===== config.mk =====
export PLATFORM = sky130hd
export DESIGN_NAME = sar_monitor_sequencer
export DESIGN_NICKNAME = d
export VERILOG_FILES = /design/src/sar_pkg.sv /design/src/sar_core.sv /design/src/sar_monitor_sequencer.sv
export SDC_FILE = /design/constraint.sdc
export NUM_CORES = 1
export LEC_CHECK = 0
export BUFFER_PORTS_ARGS = -buffer_cell sky130_fd_sc_hd__buf_4
export CELL_PAD_IN_SITES_DETAIL_PLACEMENT = 0
export CELL_PAD_IN_SITES_GLOBAL_PLACEMENT = 1
export CORE_UTILIZATION = 35
export CTS_BUF_LIST = sky130_fd_sc_hd__clkbuf_4 sky130_fd_sc_hd__clkbuf_8
export CTS_CLUSTER_SIZE = 30
export DETAILED_ROUTE_END_ITERATION = 10
export PLACE_DENSITY_LB_ADDON = 0.1
export SLEW_MARGIN = 20
export SYNTH_ARGS = -nofsm -noshare
export SYNTH_HDL_FRONTEND = slang
export SYNTH_HIERARCHICAL = 1
export SYNTH_SLANG_ARGS = --single-unit

===== constraint.sdc =====
create_clock -name clk_i -period 17.6 [get_ports clk_i]
set_input_delay 3.52 -clock clk_i [delete_from_list [all_inputs] [get_ports clk_i]]
set_output_delay 3.52 -clock clk_i [all_outputs]
set_load 0.01 [all_outputs]

===== src/sar_pkg.sv =====
// Purpose: Shared constants and types for the converter sequencer
// Assumes: One 10 MHz clock, synchronous active-high reset
// Notes:   Temperature scaling constants are plain defaults
package sar_pkg;
	// ----------------------------------------
	// Converter core
	// ----------------------------------------
	localparam int         ADC_BITS   = 10;
	localparam int         NUM_ADC    = 3;
	localparam logic [3:0] ACQ_CYC    = 4'h4;   // Sampling window length
	localparam logic [3:0] MSB_INDEX  = 4'h9;
	localparam logic [9:0] MSB_TRIAL  = 10'h200;
	localparam logic [3:0] BIT_PERIODS = 4'hA;

	// ----------------------------------------
	// Sequencing and storage
	// ----------------------------------------
	localparam int         NUM_VCH     = 8;
	localparam logic [2:0] LAST_VCH    = 3'h7;
	localparam logic [1:0] LAST_TSTEP  = 2'h3;  // Local, then three differences
	localparam logic [3:0] AVG_LAST    = 4'hF;  // 16 results per averaged update
	localparam logic [4:0] ADDR_LOCAL  = 5'h10;
	localparam logic [4:0] ADDR_REMOTE = 5'h11;
	localparam logic [1:0] MULT_BASE   = 2'h0;  // Base diode current

	// ----------------------------------------
	// Temperature arithmetic
	// ----------------------------------------
	localparam logic [9:0] TEMP_ZERO   = 10'h200; // Code taken as 0 degrees
	localparam logic [4:0] W_D1        = 5'h13;   // Weights cancelling series R
	localparam logic [4:0] W_D2        = 5'h04;
	localparam logic [4:0] W_D3        = 5'h01;
	localparam int         CANCEL_SHIFT = 3;

	typedef enum logic [1:0] {S_IDLE, S_ACQ, S_PH1, S_PH2} sar_state_t;
endpackage : sar_pkg


===== src/sar_core.sv =====
// Purpose: One successive-approximation converter control
// Assumes: Comparator output synchronous, valid in the second phase
// Notes:   One bit decided per phi1/phi2 pair
`timescale 1ns/1ps
`default_nettype none
module sar_core (
	input  wire logic       clk_i,
	input  wire logic       reset_i,
	input  wire logic       start_i,
	input  wire logic       cmp_i,
	output logic            sample_o,
	output logic            phi1_o,
	output logic            phi2_o,
	output logic            busy_o,
	output logic            done_o,
	output logic [9:0]      trial_o,
	output logic [9:0]      result_o
);
	sar_pkg::sar_state_t state_q, state_d;
	logic [3:0]          bit_q;
	logic [3:0]          cnt_q;
	logic [3:0]          periods_q;

	// Sequence: sample, then phi1/phi2 per bit
	always_comb begin
		state_d = state_q;
		case (state_q)
			sar_pkg::S_IDLE: if (start_i) state_d = sar_pkg::S_ACQ;
			sar_pkg::S_ACQ:  if (cnt_q == sar_pkg::ACQ_CYC - 4'h1) state_d = sar_pkg::S_PH1;
			sar_pkg::S_PH1:  state_d = sar_pkg::S_PH2;
			sar_pkg::S_PH2:  state_d = (bit_q == 4'h0) ? sar_pkg::S_IDLE : sar_pkg::S_PH1;
			default:         state_d = sar_pkg::S_IDLE;
		endcase
	end

	// Switch controls registered from next state, so phases never overlap
	always_ff @(posedge clk_i) begin
		if (reset_i) begin
			state_q  <= sar_pkg::S_IDLE;
			sample_o <= 1'b0;
			phi1_o   <= 1'b0;
			phi2_o   <= 1'b0;
			busy_o   <= 1'b0;
		end else begin
			state_q  <= state_d;
			sample_o <= (state_d == sar_pkg::S_ACQ);
			phi1_o   <= (state_d == sar_pkg::S_PH1);
			phi2_o   <= (state_d == sar_pkg::S_PH2);
			busy_o   <= (state_d != sar_pkg::S_IDLE);
		end
	end

	// Acquisition length counter
	always_ff @(posedge clk_i) begin
		if (reset_i || state_q != sar_pkg::S_ACQ) cnt_q <= 4'h0;
		else cnt_q <= cnt_q + 4'h1;
	end

	// Approximation register
	always_ff @(posedge clk_i) begin
		if (reset_i) begin
			trial_o  <= 10'h000;
			result_o <= 10'h000;
			bit_q    <= 4'h0;
			done_o   <= 1'b0;
		end else begin
			done_o <= 1'b0;
			if (state_q == sar_pkg::S_ACQ && state_d == sar_pkg::S_PH1) begin
				trial_o <= sar_pkg::MSB_TRIAL;
				bit_q   <= sar_pkg::MSB_INDEX;
			end else if (state_q == sar_pkg::S_PH2) begin
				trial_o[bit_q] <= cmp_i;
				if (bit_q != 4'h0) begin
					trial_o[4'(bit_q - 4'h1)] <= 1'b1;
					bit_q <= bit_q - 4'h1;
				end else begin
					result_o <= {trial_o[9:1], cmp_i};
					done_o   <= 1'b1;
				end
			end
		end
	end

	// Helper: bit periods seen in one conversion
	always_ff @(posedge clk_i) begin
		if (reset_i || sample_o) periods_q <= 4'h0;
		else if (state_q == sar_pkg::S_PH2) periods_q <= periods_q + 4'h1;
	end
endmodule : sar_core
`default_nettype wire


===== src/sar_monitor_sequencer.sv =====
// Purpose: Three-converter round-robin monitor sequencer
// Assumes: Analog front end answers on cmp_i within each phi2 cycle
// Notes:   Results readable through a registered read port
`timescale 1ns/1ps
`default_nettype none
module sar_monitor_sequencer (
	input  wire logic             clk_i,
	input  wire logic             reset_i,
	input  wire logic [2:0]       cmp_i,
	input  wire logic             avg_en_i,
	input  wire logic [4:0]       rd_addr_i,
	output logic [2:0]            sample_o,
	output logic [2:0]            phi1_o,
	output logic [2:0]            phi2_o,
	output logic [2:0][9:0]       trial_o,
	output logic [2:0]            first_voltage_converter_sel_o,
	output logic [2:0]            second_voltage_converter_sel_o,
	output logic                  temp_remote_o,
	output logic [1:0]            diode_mult_o,
	output logic [9:0]            rd_data_o
);
	// ----------------------------------------
	// Converter cores
	// ----------------------------------------
	logic [2:0]       start_q;
	logic [2:0]       busy;
	logic [2:0]       done;
	logic [2:0][9:0]  result;

	// One core per converter; three in all
	genvar g;
	generate
		for (g = 0; g < sar_pkg::NUM_ADC; g++) begin : g_core
			sar_core u_core (
				.clk_i    (clk_i),
				.reset_i  (reset_i),
				.start_i  (start_q[g]),
				.cmp_i    (cmp_i[g]),
				.sample_o (sample_o[g]),
				.phi1_o   (phi1_o[g]),
				.phi2_o   (phi2_o[g]),
				.busy_o   (busy[g]),
				.done_o   (done[g]),
				.trial_o  (trial_o[g]),
				.result_o (result[g])
			);
		end
	endgenerate

	// Restart each core one idle cycle after it ends, so the voltage channel selects settle first
	always_ff @(posedge clk_i) begin
		if (reset_i) start_q <= 3'h0;
		else start_q <= ~busy & ~start_q;
	end

	// ----------------------------------------
	// Voltage round robins
	// ----------------------------------------
	logic [1:0][2:0]  ch_q;
	logic [9:0]       res_q [2*sar_pkg::NUM_VCH];

	genvar v;
	generate
		for (v = 0; v < 2; v++) begin : g_volt
			// Each sequence steps on its own converter's completion only
			always_ff @(posedge clk_i) begin
				if (reset_i) ch_q[v] <= 3'h0;
				else if (done[v]) ch_q[v] <= ch_q[v] + 3'h1;
			end
		end
	endgenerate

	// Both sequences share one store; a single writing process keeps one driver
	always_ff @(posedge clk_i) begin
		if (done[0]) res_q[{1'b0, ch_q[0]}] <= result[0];
		if (done[1]) res_q[{1'b1, ch_q[1]}] <= result[1];
	end

	assign first_voltage_converter_sel_o  = ch_q[0];
	assign second_voltage_converter_sel_o = ch_q[1];

	// ----------------------------------------
	// Temperature sequence
	// ----------------------------------------
	logic [1:0]         tstep_q;
	logic [3:1][9:0]    delta_q;
	logic               chop_q;
	logic signed [16:0] cancel;
	logic signed [9:0]  t_new;
	logic               t_valid;
	logic               t_idx;

	// Step 0 local, steps 1..3 remote differences at multiples 1..3
	always_ff @(posedge clk_i) begin
		if (reset_i) begin
			tstep_q <= 2'h0;
			delta_q <= '0;
		end else if (done[2]) begin
			tstep_q <= (tstep_q == sar_pkg::LAST_TSTEP) ? 2'h0 : tstep_q + 2'h1;
			if (tstep_q != 2'h0) delta_q[tstep_q] <= result[2];
		end
	end

	// Diode current toggles base versus the step's multiple
	always_ff @(posedge clk_i) begin
		if (reset_i) begin
			chop_q        <= 1'b0;
			diode_mult_o  <= sar_pkg::MULT_BASE;
			temp_remote_o <= 1'b0;
		end else begin
			chop_q        <= ~chop_q;
			temp_remote_o <= (tstep_q != 2'h0);
			diode_mult_o  <= (tstep_q != 2'h0 && chop_q) ? tstep_q : sar_pkg::MULT_BASE;
		end
	end

	// Weighted differences drop the resistive term; no trim needed
	always_comb begin
		cancel = 17'(signed'({7'h00, sar_pkg::W_D1}) * signed'({7'h00, delta_q[1]}))
		       - 17'(signed'({7'h00, sar_pkg::W_D2}) * signed'({7'h00, delta_q[2]}))
		       - 17'(signed'({7'h00, sar_pkg::W_D3}) * signed'({7'h00, result[2]}));
		t_valid = done[2] && (tstep_q == 2'h0 || tstep_q == sar_pkg::LAST_TSTEP);
		t_idx   = (tstep_q != 2'h0);
		if (t_idx) t_new = 10'(cancel >>> sar_pkg::CANCEL_SHIFT) - sar_pkg::TEMP_ZERO;
		else t_new = result[2] - sar_pkg::TEMP_ZERO;
	end

	// ----------------------------------------
	// Temperature registers with averaging
	// ----------------------------------------
	logic [1:0][9:0]          temp_q;
	logic signed [1:0][13:0]  acc_q;
	logic [1:0][3:0]          avg_cnt_q;

	genvar j;
	generate
		for (j = 0; j < 2; j++) begin : g_temp
			// Old value stays until a fresh or averaged result is ready
			always_ff @(posedge clk_i) begin
				if (reset_i) begin
					temp_q[j]    <= 10'h000;
					acc_q[j]     <= 14'h0000;
					avg_cnt_q[j] <= 4'h0;
				end else if (t_valid && t_idx == 1'(j)) begin
					if (!avg_en_i) begin
						temp_q[j]    <= t_new;
						acc_q[j]     <= 14'h0000;
						avg_cnt_q[j] <= 4'h0;
					end else begin
						avg_cnt_q[j] <= avg_cnt_q[j] + 4'h1;
						if (avg_cnt_q[j] == sar_pkg::AVG_LAST) begin
							temp_q[j] <= 10'((acc_q[j] + 14'(t_new)) >>> 4);
							acc_q[j]  <= 14'h0000;
						end else acc_q[j] <= acc_q[j] + 14'(t_new);
					end
				end
			end
		end
	endgenerate

	// ----------------------------------------
	// Read port toward the serial interface
	// ----------------------------------------
	always_ff @(posedge clk_i) begin
		if (reset_i) rd_data_o <= 10'h000;
		else if (rd_addr_i == sar_pkg::ADDR_LOCAL) rd_data_o <= temp_q[0];
		else if (rd_addr_i == sar_pkg::ADDR_REMOTE) rd_data_o <= temp_q[1];
		else if (!rd_addr_i[4]) rd_data_o <= res_q[rd_addr_i[3:0]];
		else rd_data_o <= 10'h000;   // Unmapped reads as zero
	end
endmodule : sar_monitor_sequencer
`default_nettype wire


* After elaboration in Yosys (flattened, before gate mapping) *
Memories as Yosys holds them, arrays and structs flattened.
Index checks and enable logic that the tools add are counted.
W data, S select, Z words.

operators by class
  reduce and logical (&&, ||, !) cells = 57
  divide/modulo/power cells = 0
  add/sub/neg operators = 17
  multipliers = 1
  mux-type cells = 70
  bitwise operators = 18
  equality and inequality tests = 31
  magnitude comparators = 14
  shift-type cells = 0

operator list
  kind                      count
  $mux W10                  18
  $mux W14                  4
  $mux W4                   11
  $bwmux W10                3
  $bwmux W30                1
  $lt A4 B5 Y1 const B      6
  $or A10 B10 Y10           3
  $add A14 B14 Y14          2
  $eq A2 B2 Y1 const B      13
  $demux W1 S4              6
  $ge A4 B1 Y1 const B      6
  $pmux W2 S4               3
  $add A4 B1 Y4 const B     5
  $demux W10 S2             1
  $mux W2                   10
  $reduce_bool A2 Y1        10
  $sub A10 B10 Y10 const B  2
  $reduce_and A2 Y1         9
  $logic_and A1 B1 Y1       14
  $mul A5 B10 Y13 const A   1
  $mux W1                   13
  $sub A13 B11 Y13          1
  $sub A13 B12 Y13          1
  $eq A2 B1 Y1 const B      6
  19 further kinds          59

storage, ports and cells
  input port bits = 11
  memories kept = 1
  register bits after elaboration = 216
  latch bits = 0
  memory bits (read-only) = 0
  bits in writable memories = 160

memory list
  name   depth  width  read ports  clocked after Yosys merged registers in  write ports  line                         text
  res_q  16     10     1           0                                        2            sar_monitor_sequencer.sv:60  logic [9:0] res_q [2*sar_pkg::NUM_VCH];

* Logic depth before layout (Yosys ltp) *
Gate-level depths: netlist of the first run.

  word-level depth = 9
  gate-level depth with buffers = 27
  depth with buffers taken out = 27

* Hierarchy *
Netlist of the first run, hierarchy kept.

modules (own cells, without submodules)
  module                           seq. area each (µm²)  instances  cells an instance  area an instance (µm²)
  sar_monitor_sequencer            6826.5                1          1087               12998.7
  sar_core (g_core[0].u_core ...)  700.7                 2          195                1621.6
  sar_core (g_core[2].u_core)      700.7                 1          201                1689.1

* Least setup slack after synthesis of the first run *
No wires, ideal clock.

  kind = register -> register
  start point = register g_core[2].u_core.result_o[4]
  end point = register temp_q[8] (netlist name)
  stages on the path, launching flop included = 25
  clock period less this slack = 5.745 ns
  buffers on the path = 0
  data arrival time = 5.685 ns
  setup slack = 11.855 ns
  cells stage by stage = dfxtp_1 > inv_1 > fa_1 > fa_1 > ha_1 > inv_1 > fa_1 > inv_1 > ha_1 > nor3_1 > a211oi_4 > a21oi_1 > o21bai_1 > xnor2_1 > o21ai_0 > ha_1 > o21ai_1 > a21oi_1 > o311a_1 > o41a_1 > o31a_1 > or3_1 > o21ai_1 > mux2i_1 > o311a_1

between the ends
  cells in the longest elaborated chain, start to end = 6
  elaborated cells on any way between the ends = 7
  those cells by class = 4 x add/sub; 3 x mux

ends and longest elaborated chain
  what                             line                          text
  from (decl)                      sar_core.sv:17                output logic [9:0] result_o
  from (signal assigned)           sar_core.sv:77                result_o <= {trial_o[9:1], cmp_i};
  $sub A13 B11 Y13                 sar_monitor_sequencer.sv:121  - 17'(signed'({7'h00, sar_pkg::W_D3}) * signed'({7'h00, result[2]}));
  $sub A10 B10 Y10                 sar_monitor_sequencer.sv:124  if (t_idx) t_new = 10'(cancel >>> sar_pkg::CANCEL_SHIFT) - sar_pkg::TEMP_ZERO;
  $mux W10 *                       sar_monitor_sequencer.sv:124
  $add A14 B14 Y14                 sar_monitor_sequencer.sv:152  temp_q[j] <= 10'((acc_q[j] + 14'(t_new)) >>> 4);
  $mux W10                         sar_monitor_sequencer.sv:151  if (avg_cnt_q[j] == sar_pkg::AVG_LAST) begin
  $mux W10 *                       sar_monitor_sequencer.sv:145  if (!avg_en_i) begin
  to (signal, indexed assignment)  sar_monitor_sequencer.sv:146  temp_q[j] <= t_new;
  to (signal, indexed assignment)  sar_monitor_sequencer.sv:152
  to (decl)                        sar_monitor_sequencer.sv:131  logic [1:0][9:0] temp_q;

Every way passes the cells marked *; elsewhere a longest branch is shown, timed or not. The select of a mux whose other input is x is not followed.
A chain may end at the register's enable or synchronous reset.

* Final worst setup path of the first run *
  start point = register delta_q[2] (netlist name)
  end point = register temp_q[6] (netlist name)

between the ends
  cells in the longest elaborated chain, start to end = 8

ends and longest elaborated chain
  what                               line                          text
  from (decl)                        sar_monitor_sequencer.sv:86   logic [3:1][9:0] delta_q;
  from (signal, indexed assignment)  sar_monitor_sequencer.sv:100  if (tstep_q != 2'h0) delta_q[tstep_q] <= result[2];
  $mul A5 B10 Y13 *                  sar_monitor_sequencer.sv:119  cancel = 17'(signed'({7'h00, sar_pkg::W_D1}) * signed'({7'h00, delta_q[1]}))
  $sub A13 B12 Y13 *                 sar_monitor_sequencer.sv:120  - 17'(signed'({7'h00, sar_pkg::W_D2}) * signed'({7'h00, delta_q[2]}))
  $sub A13 B11 Y13 *                 sar_monitor_sequencer.sv:121
  $sub A10 B10 Y10 *                 sar_monitor_sequencer.sv:124
  $mux W10 *                         sar_monitor_sequencer.sv:124
  $add A14 B14 Y14                   sar_monitor_sequencer.sv:152
  $mux W10                           sar_monitor_sequencer.sv:151
  $mux W10 *                         sar_monitor_sequencer.sv:145

Marked as above.

==> metrics.cfg, run 1 <==
[worst_setup_path]
crit_start=delta_q[2]
endpoint_kind=flip-flop
crit_family=adder cells
cp-start-kind=flip-flop
rrSetupSlack_ns=10.72
crit_path_max_incr_delay_ns=0.64
worstPathMaxFanout=5
timing.critical_path.mode_cell=inv_1
path_depth=24
crit_type=flip-flop to flip-flop
cpMaxStageDelayCell=o21ai_0
critPathBufInv=4
timing.rr.start=delta_q[2]
cp.arrival_ns=7.41
r2r_cells=24
crit_chain=inv_1 > fa_1 > inv_1 > fa_1 > ha_1 > inv_1 > fa_1 > inv_1 > ha_1 > a211oi_1 > o21ai_0 > a22oi_2 > o21bai_1 > xnor2_1 > o21ai_0 > ha_1 > nor3_1 > nor2_1 > o41a_1 > nor4b_1 > a22oi_1 > xnor2_1 > nand2_1 > a311oi_1
cp.required_ns=18.13
timing.rr.end=temp_q[6]

[floorplan]
dieHeight_um=228
core-area_mm2=0.0504
fp-row-count=82
ios=69
initial_core_util_pct=35.6
die_w_um=228
die-area_mm2=0.0521

[sta]
finalClockSkew_ns=0.0281
rsz0062_at_grt=false
maxSlewViolCount=0
relSlewSlack_pct=40.2
fmax_mhz=145
period_minus_slack_ns=6.88
setup_slack_ns=10.72
worstMarginPinSlew_ns=0.888
finalSetupViolCount=0
tns_ns=0
final_hold_viol_count=0
fin_crit_sh_pct=39.1

[placed_design]
place_hpwl_mm=30.7
portBuffers=68
pre_cts_ws_ns=10.59
placed_cell_area_mm2=0.0190
place.gp.congestion=0.837

[global_routing]
antenna_found_initial=2
gr-total-overflow=0
grt_pass1_vias=12900
groute.usage.overall_pct=18.0
grt_max_degree=68
grt_pass1_wl_mm=73.9

[route]
totalWireLength_mm=45.9
avgRoutedWirePerCell_um=18.7
route.detailed.drc=0
vias=12600
viasPerCell=5.14
postRouteAntennaNets=0
first_iter_violations=750
first_pass_iters=5

[synthesis]
syn_area_mm2=0.0179
avgSynthCellArea_um2=10.7
netlist-cell-type-count=95
seq_area_frac_synth_pct=49.8
synth-async-reset-ratio_pct=0
syn_inst=1678
synth_nets=1803
synth_edf_count=160
ys.warnings.count=6
synth_largest_area_cell=edfxtp_1
postSynthRegisterBits=366
yosys.area.top_type_share_pct=26.8
synthTopCellsByArea=edfxtp_1, dfxtp_1, ha_1, mux4_2, a21oi_1
synthFlopType=dfxtp_1

[clock_network]
ctsRootBufferMaster=clkbuf_8
insertion_delay_ns=0.64
path_clk_slew_ns=0.06
cts_buffers=69
cts_resized=0
clockBufferDepth=3
post-cts-setup-buffers=0
hold_buffers=0
cts.sinks=366
cts_htree_levels=3
cts_tree=built

[power_and_ir_drop]
p_leak_nw=7.47
powerDensity_mw_per_mm2=88.0
vdd_ir_drop_max_uv=65.6

[finish]
layout_common_cells=dfxtp_1, nand2_1, nor2_1
fillers=4913
fin_nets=1859
final_common_cell=dfxtp_1
multiInputGateArea_mm2=0.00825
drive_gt1_share_pct=15.5
ff_latch_area_mm2=0.00893
stdcell_area_mm2=0.0204
area_growth_pct=13.8

[min_path]
hold_start=g_core[2].u_core/busy_o
min_path_type=flip-flop to flip-flop
hold_depth=1
holdPathEnd=start_q[2]

[flow_run]
cap_violations=0

[outcome]
outcome=finished clean

==> cell usage after synthesis (4+ instances only) <==
cell / instances
dfxtp_1: 206
nand2_1: 167
nor2_1: 164
edfxtp_1: 160
a21oi_1: 127
inv_1: 96
ha_1: 90
nand3_1: 68
clkbuf_1: 61
mux4_2: 50
nor3_1: 41
mux2i_1: 38
o21ai_0: 38
xnor2_1: 28
a211oi_1: 24
fa_1: 24
and3_1: 18
nand2b_1: 18
and2_1: 17
nor2b_1: 17
a22oi_1: 16
buf_1: 14
buf_2: 13
a31oi_1: 10
nor3b_1: 9
o22ai_1: 8
xor2_1: 8
a21o_1: 6
o21a_1: 6
o21bai_1: 6
or2_2: 6
nand3b_1: 5
o31ai_1: 5
or3_1: 5
a311oi_1: 4
nand4_1: 4
nor4_1: 4
o21ai_1: 4
o31a_1: 4
or4_1: 4
==> routing by layer <==
| metal | wire [um] | track usage, % | up-vias |
|---|---|---|---|
| met1 | 20900 | 23.4 | 6165 |
| met5 | 0 | 0 | - |
| met4 | 1020 | 6.59 | 0 |
| met2 | 22200 | 30.1 | 249 |
| met3 | 1860 | 3.22 | 69 |
| li1 | - | - | 6157 |
==> per-stage QoR <==
stage	hold slack, ns	utilization (%)	instances	power (mW)
floorplan	0.376	-	1678	0.943
global placement	0.381	37.6	2334	0.961
detailed placement	0.381	37.6	2334	0.961
CTS	0.391	40.4	2459	1.83
global route	0.398	40.5	2461	1.87
finish	0.390	40.5	2461	1.80
==> state kept, by name (all words and copies together) (netlist names), 12 cells and up <==
signal                  flops
g_core.u_core/trial_o      30
g_core.u_core/cnt_q        12
g_core.u_core/result_o     30
delta_q                    20
temp_q                     20
g_core.u_core/bit_q        12
res_q                     160
acc_q                      28
==> area by class of cell <==
| type | instances | share of cell area, % |
|---|---|---|
| Clock buffer | 95 | 5.86 |
| Timing Repair Buffer | 77 | 2.95 |
| Multi-Input combinational cell | 1122 | 40.5 |
| Sequential cell | 366 | 43.8 |
| Tap cell | 672 | 4.12 |
| Antenna cell | 1 | 0.0123 |
| Inverter | 98 | 1.80 |
| Clock inverter | 30 | 1.04 |
==> where the power goes <==
part,switching [mW],internal (mW),total [mW]
Clock,0.380,0.473,0.853
Combinational,0.0320,0.0219,0.0539
Sequential,0.00453,0.885,0.889
Total,0.417,1.38,1.80
==> logic make-up after synthesis <==
family	Yosys count	synth area share, %
AND/OR/NAND/NOR	574	15.4
multiplexers	89	8.46
buffers and inverters	190	4.18
AO/OA/AOI/OAI	307	11.2
flip-flops	366	49.8
adder cells (fa/ha/maj)	114	8.96
XOR/XNOR	38	1.98
==> how the worst max path moves through the flow <==
stage          slack, ns   endpoint
3_5_place_dp       10.59  temp_q[6]
2_1_floorplan      11.86  temp_q[8]
3_3_place_gp       10.57  temp_q[6]
4_1_cts            10.51  temp_q[6]
6_report           10.72  temp_q[6]
5_1_grt            10.12  temp_q[6]
(Power assumes the default switching activity.)
==> run 2: changes to the inputs <==
ABC_AREA = 1   (was default)
clock period = 6.8 ns   (was 17.6 ns; I/O delays follow)
==> run 2 against run 1 <==
Compared with the run above:
- register-to-register slack worse by 9.6 ns
- cell area rose by 0.79%
- sequential cell count is the same
- area after synthesis hardly changed
- sequential share of layout area down 0.34 points
- worst setup slack lost 9.6 ns
- wire length up 5.4%
- clock-buffer cell count up 17
- non-clock buffer count increased by 11
- via count increased by 9.7%
- combinational power rose to 2.9 times the previous value
- critical path type unchanged
- largest cell class unchanged
- largest power group unchanged
==> metrics.cfg, run 2 <==
[outcome]
outcome=finished clean

[clock_network]
cts_tree=built
clockBufferDepth=3  ; unchanged
cts.sinks=366  ; unchanged
cts_htree_levels=3  ; unchanged
ctsRootBufferMaster=clkbuf_8
cts_buffers=70  ; +1.4%
path_clk_slew_ns=0.06  ; about the same
insertion_delay_ns=0.64  ; about the same
post-cts-setup-buffers=0  ; unchanged
cts_resized=0  ; unchanged
hold_buffers=0  ; unchanged

[worst_setup_path]
r2r_cells=31  ; +29%
crit_family=adder cells
endpoint_kind=flip-flop
crit_start=delta_q[3]
crit_type=flip-flop to flip-flop
path_depth=31  ; +29%
timing.rr.end=temp_q[8]
cp.arrival_ns=6.24  ; -1.17 ns
worstPathMaxFanout=5  ; unchanged
cp-start-kind=flip-flop
timing.rr.start=delta_q[3]
cp.required_ns=7.35  ; -10.78 ns
cpMaxStageDelayCell=o21ai_0
timing.critical_path.mode_cell=nand2_1
crit_path_max_incr_delay_ns=0.62  ; -0.02 ns
rrSetupSlack_ns=1.11  ; -9.61 ns
endpoint=temp_q[8]
critPathBufInv=6  ; +2

[floorplan]
dieHeight_um=228  ; about the same
die-area_mm2=0.0522  ; about the same
initial_core_util_pct=35.6  ; about the same
fp-row-count=82  ; unchanged
ios=69  ; unchanged
die_w_um=228  ; about the same
core-area_mm2=0.0504  ; unchanged

[min_path]
min_path_type=flip-flop to flip-flop

[synthesis]
syn_inst=2051  ; +22%
synth_common_cells=nand2_1, inv_1, nor2_1
synth-async-reset-ratio_pct=0  ; unchanged
synth_edf_count=160  ; unchanged
avgSynthCellArea_um2=8.74  ; -18%
synthFlopType=dfxtp_1
seq_area_frac_synth_pct=49.8  ; about the same
ys.warnings.count=6  ; unchanged
synthTopCellsByArea=edfxtp_1, dfxtp_1, nand2_1, ha_1, inv_1
synth_nets=2176  ; +21%
yosys.area.top_type_share_pct=26.8  ; about the same
postSynthRegisterBits=366  ; unchanged
synth_most_common_cell=nand2_1
netlist-cell-type-count=51  ; -46%
synth_largest_area_cell=edfxtp_1
syn_area_mm2=0.0179  ; about the same

[power_and_ir_drop]
p_seq_share_pct=48.6  ; -0.9 points
p_leak_nw=8.23  ; +10%
p_int_mw=3.64  ; +160%
vdd_ir_drop_max_uv=164  ; +150%
power_mw=4.73  ; +160%
swShare_pct=23.1  ; -0.12 points
powerDensity_mw_per_mm2=230  ; +160%
power.switching_mw=1.09  ; +160%
power.share.clock_pct=48.1  ; +0.6 points
p_comb_share_pct=3.3  ; +0.3 points

[sta]
finalSetupViolCount=0  ; unchanged
maxSlewViolCount=0  ; unchanged
final_hold_viol_count=0  ; unchanged
period_minus_slack_ns=5.69  ; -1.19 ns
holdWs_ns=0.393  ; +0.00381 ns
rsz0062_at_grt=false
fmax_mhz=176  ; +21%
fin_crit_sh_pct=83.6  ; +45 points
tns_ns=0  ; unchanged
relSlewSlack_pct=24.3  ; -16 points
worstMarginPinSlew_ns=1.13  ; +0.243 ns
finalClockSkew_ns=0.0213  ; -0.00685 ns

[flow_run]
cap_violations=0  ; unchanged

[finish]
layout_common_cells=nand2_1, inv_1, nor2_1, dfxtp_1, edfxtp_1
area_growth_pct=14.7
fin_nets=2255  ; +21%
finish.utilization_pct=40.8  ; +0.32 points
drive_gt1_share_pct=13.0  ; -2.5 points
final_common_cell=nand2_1
fillers=5142  ; +4.7%
largest_reg_flops=160  ; unchanged

[global_routing]
gr-total-overflow=0  ; unchanged
grt_pass1_vias=13800  ; +6.8%
grt_pass1_wl_mm=76.6  ; +3.6%
antenna_found_initial=3  ; +1
groute.usage.overall_pct=18.6  ; +0.60 points
grt_max_degree=52  ; -24%

[route]
route.detailed.drc=0  ; unchanged
first_pass_iters=5  ; unchanged
avgRoutedWirePerCell_um=16.9  ; -9.2%
vias=13900  ; +9.7%
postRouteAntennaNets=0  ; unchanged
viasPerCell=4.85  ; -5.6%
totalWireLength_mm=48.4  ; +5.4%
first_iter_violations=800  ; +6.7%

[placed_design]
place.gp.congestion=0.826  ; -1.3%
portBuffers=68  ; unchanged
place_hpwl_mm=32.2  ; +5.0%

-- run 2: cell types whose count changed after synthesis, moves of 23 or more --
cell / change
mux4_2: -50
o211ai_1: +30
a21oi_1: +23
nand3_1: +44
mux2i_1: -38
nor2_1: +44
inv_1: +135
o21ai_0: +103
nand2_1: +220
-- run 2: layer usage --
| layer | wire length (um) | part of all wire (%) | GRT usage [%] |
|---|---|---|---|
| met1 | 22900 | 47 | 24.7 |
| met4 | 979 | 2.0 | 5.98 |
| met2 | 22900 | 47 | 30.8 |
| met5 | 0 | 0 | 0 |
| met3 | 1670 | 3.4 | 3.33 |
-- run 2: kinds of logic (layout without fill, tap and decap cells) --
family	after synthesis	count (layout)	synth area share (%)
DFF	366	366	49.8
AOI/OAI and AO/OA	410	410	13.1
and+or+nand+nor	809	809	19.7
buffers and inverters	327	460	7.28
xor gates and xnor gates	25	25	1.22
adders and majority gates	114	114	8.96
other	0	2	0
-- run 2: worst min path at each step --
stage                       startpoint          to  cells after the start
3_3_place_gp   g_core[2].u_core/busy_o  start_q[2]                      1
2_1_floorplan  g_core[2].u_core/busy_o  start_q[2]                      1
5_1_grt        g_core[1].u_core/busy_o  start_q[1]                      1
6_report       g_core[2].u_core/busy_o  start_q[2]                      1
3_5_place_dp   g_core[2].u_core/busy_o  start_q[2]                      1
4_1_cts        g_core[2].u_core/busy_o  start_q[2]                      1
-- run 2: worst reg2reg max path: cells and delay by family, from the launching register on --
kind	cells	cell delay [ns]
fa+ha+maj	6	2.48
compound gates	6	1.38
simple gates	13	1.01
flops	1	0.41
buf+inv	6	0.32
-- run 2: power groups by stage --
stage	logic, mW	registers (mW)	clock network [mW]
2_1_floorplan	0.0915	2.34	0
3_3_place_gp	0.160	2.34	0
3_5_place_dp	0.161	2.34	0
4_1_cts	0.161	2.30	2.35
5_1_grt	0.173	2.30	2.45
6_report	0.157	2.30	2.28
-- run 2: final cells by class --
cell class / count / area, um^2 / share of cell area [%]
clock buffers: 112 / 1350 / 6.58
flip-flops and latches: 366 / 8930 / 43.4
well taps: 672 / 841 / 4.09
inverters: 246 / 926 / 4.50
repair buffers: 88 / 661 / 3.21
multi-input cells: 1358 / 7730 / 37.6
clock inverters: 14 / 120 / 0.584
diodes: 2 / 5.00 / 0.0243
-- run 2: through the flow --
step | instance area (um^2) | setup slack, ns | instances
floorplan | 17900 | 1.80 | 2051
global placement | 19100 | 1.23 | 2730
detailed placement | 19100 | 1.08 | 2730
CTS | 20600 | 1.04 | 2856
global route | 20600 | 0.560 | 2858
finish | 20600 | 1.11 | 2858
==> run 3: changes to the inputs <==
clock period = 4.8 ns   (was 6.8 ns; I/O delays follow)
==> run 3 against run 2 <==
Compared with the run above:
- the run now ends with negative setup slack left
- die area did not move
- hold slack worse by 0.011 ns
- critical path depth grew 1
- utilization rose by 3.3 points
- clock skew up 0.013 ns
- first-iteration DRC count rose by 9.6%
- combinational power up 44%
- clock power rose by 41%
- clock-buffer cell count is 11 lower
- sequential share of layout area decreased by 3.2 points
- sequential cell count did not move
- critical path type unchanged
==> metrics.cfg, run 3 (same netlist as run 2, synthesis figures left out) <==
[floorplan]
core-area_mm2=0.0504  ; unchanged
initial_core_util_pct=35.6  ; unchanged
fp-row-count=82  ; unchanged
die_w_um=228  ; unchanged
die-area_mm2=0.0522  ; unchanged
dieHeight_um=228  ; unchanged
ios=69  ; unchanged

[route]
first_iter_violations=877  ; +9.6%
vias=14600  ; +5.3%
viasPerCell=4.90  ; +1.0%
first_pass_iters=5  ; unchanged
postRouteAntennaNets=0  ; unchanged
avgRoutedWirePerCell_um=16.6  ; -2.0%
route.detailed.drc=0  ; unchanged
totalWireLength_mm=49.5  ; +2.2%

[worst_setup_path]
cp.arrival_ns=5.52  ; -0.72 ns
crit_path_max_incr_delay_ns=0.55  ; -0.07 ns
timing.critical_path.mode_cell=nand2_1
cpMaxStageDelayCell=fa_1
endpoint_kind=flip-flop
crit_family=adder cells
crit_type=flip-flop to flip-flop
cp.required_ns=5.35  ; -2.00 ns
cp-start-kind=flip-flop
critPathBufInv=5  ; -1
worstPathMaxFanout=4  ; -1

[sta]
finalSetupViolCount=17  ; +17
setup_slack_ns=-0.167  ; -1.28 ns
fin_crit_sh_pct=103  ; +20 points
relSlewSlack_pct=28.7  ; +4.4 points
fmax_mhz=201  ; +14%
maxSlewViolCount=0  ; unchanged
holdWs_ns=0.382  ; -0.0111 ns
worstMarginPinSlew_ns=1.06  ; -0.0688 ns
final_hold_viol_count=0  ; unchanged
finalClockSkew_ns=0.0345  ; +0.0132 ns
period_minus_slack_ns=4.97  ; -0.720 ns
rsz0062_at_grt=true

[global_routing]
grt_pass1_vias=14400  ; +4.8%
groute.usage.overall_pct=19.1  ; +0.44 points
use_met2_pct=31.7  ; +0.96 points
antenna_found_initial=0  ; -3
met3_usage_pct=3.54  ; +0.21 points
gr-total-overflow=0  ; unchanged
met1_usage_pct=25.0  ; +0.30 points
grt_max_degree=51  ; -1.9%
grt_pass1_wl_mm=78.9  ; +3.0%
top_usage_layer=met2

[clock_network]
ctsRootBufferMaster=clkbuf_8
cts_buffers=71  ; +1.4%
cts_htree_levels=3  ; unchanged
clockBufferDepth=3  ; unchanged
insertion_delay_ns=0.65  ; about the same
cts.sinks=366  ; unchanged
cts_tree=built
path_clk_slew_ns=0.06  ; about the same

[finish]
drive_gt1_share_pct=23.8  ; +11 points
layout_common_cells=nand2_1, inv_1, dfxtp_1
area_growth_pct=24.0
fin_nets=2375  ; +5.3%
fillers=5049  ; -1.8%
multiInputGateArea_mm2=0.00845  ; +9.3%
ff_latch_area_mm2=0.00894  ; +0.11%
largest_reg_flops=160  ; unchanged
final_common_cell=nand2_1

[placed_design]
place_hpwl_mm=32.9  ; +2.2%
place.gp.congestion=0.825  ; about the same
portBuffers=68  ; unchanged

[power_and_ir_drop]
power_mw=6.70  ; +42%
powerDensity_mw_per_mm2=301  ; +31%
vdd_ir_drop_max_uv=234  ; +43%
p_leak_nw=8.95  ; +8.6%

[outcome]
violations=negative setup slack
outcome=complete, but fails checks

[flow_run]
cap_violations=0  ; unchanged

[min_path]
min_path_type=flip-flop to flip-flop

[run 3: timing repair]
| item | CTS | global route |
|---|---|---|
| gates resized for setup | 83 | 100 |
| hold buffers | 0 | 0 |
| pin swaps | 69 | 47 |
| buffers inserted | 16 | 16 |
| setup endpoints to repair | 33 | 36 |
[run 3: worst register-to-register path, delay by kind of cell (launching register included)]
family | cells | cell delay [ns]
AND/OR/NAND/NOR | 14 | 0.92
adder cells (fa/ha/maj) | 6 | 2.24
buffers and inverters | 5 | 0.32
flip-flops | 1 | 0.33
AO/OA/AOI/OAI | 7 | 1.10
[run 3: path summary, 6_finish.rpt]
path                           startpoint         end  slack [ns]  cells past startpoint
max          g_core[2].u_core/result_o[4]  temp_q[19]       -0.17                     32
min reg2reg       g_core[1].u_core/busy_o  start_q[1]        0.38                      1
max reg2reg  g_core[2].u_core/result_o[4]  temp_q[19]       -0.17                     32
min               g_core[1].u_core/busy_o  start_q[1]        0.38                      1
[run 3: per-layer routing]
metal  share of wire [%]  routed length (um)
met2                  47               23300
met3                 4.4                2180
met1                  46               22800
met4                 2.3                1120
met5                   0                   0
[run 3: layout make-up]
| type | count | area share (%) |
|---|---|---|
| antenna | 1 | 0.0112 |
| clock buffer | 101 | 5.66 |
| clock inverter | 27 | 1.02 |
| inverter | 246 | 4.16 |
| multi-input combinational | 1358 | 38.0 |
| sequential | 366 | 40.2 |
| tap | 672 | 3.78 |
| timing repair buffer | 207 | 7.19 |
[run 3: per-stage QoR]
stage | setup TNS (ns) | instance area [um^2] | worst slack (ns) | utilization (%) | instances
5_1_grt | -8.99 | 22200 | -0.442 | 44.2 | 2977
4_1_cts | -2.12 | 21700 | -0.185 | 43.1 | 2963
3_5_place_dp | -8.20 | 19800 | -0.440 | 39.3 | 2819
3_3_place_gp | -6.16 | 19800 | -0.363 | 39.3 | 2819
2_1_floorplan | 0 | 18000 | 0.00706 | - | 2051
6_report | -1.63 | 22200 | -0.167 | 44.2 | 2978
[run 3: where the power goes]
| group | leakage (nW) | internal [mW] | switching [mW] | total (mW) |
|---|---|---|---|---|
| clock | 0.786 | 1.82 | 1.40 | 3.22 |
| combinational | 5.19 | 0.0628 | 0.163 | 0.226 |
| sequential | 2.97 | 3.24 | 0.0108 | 3.25 |
| total | 8.95 | 5.13 | 1.57 | 6.70 |
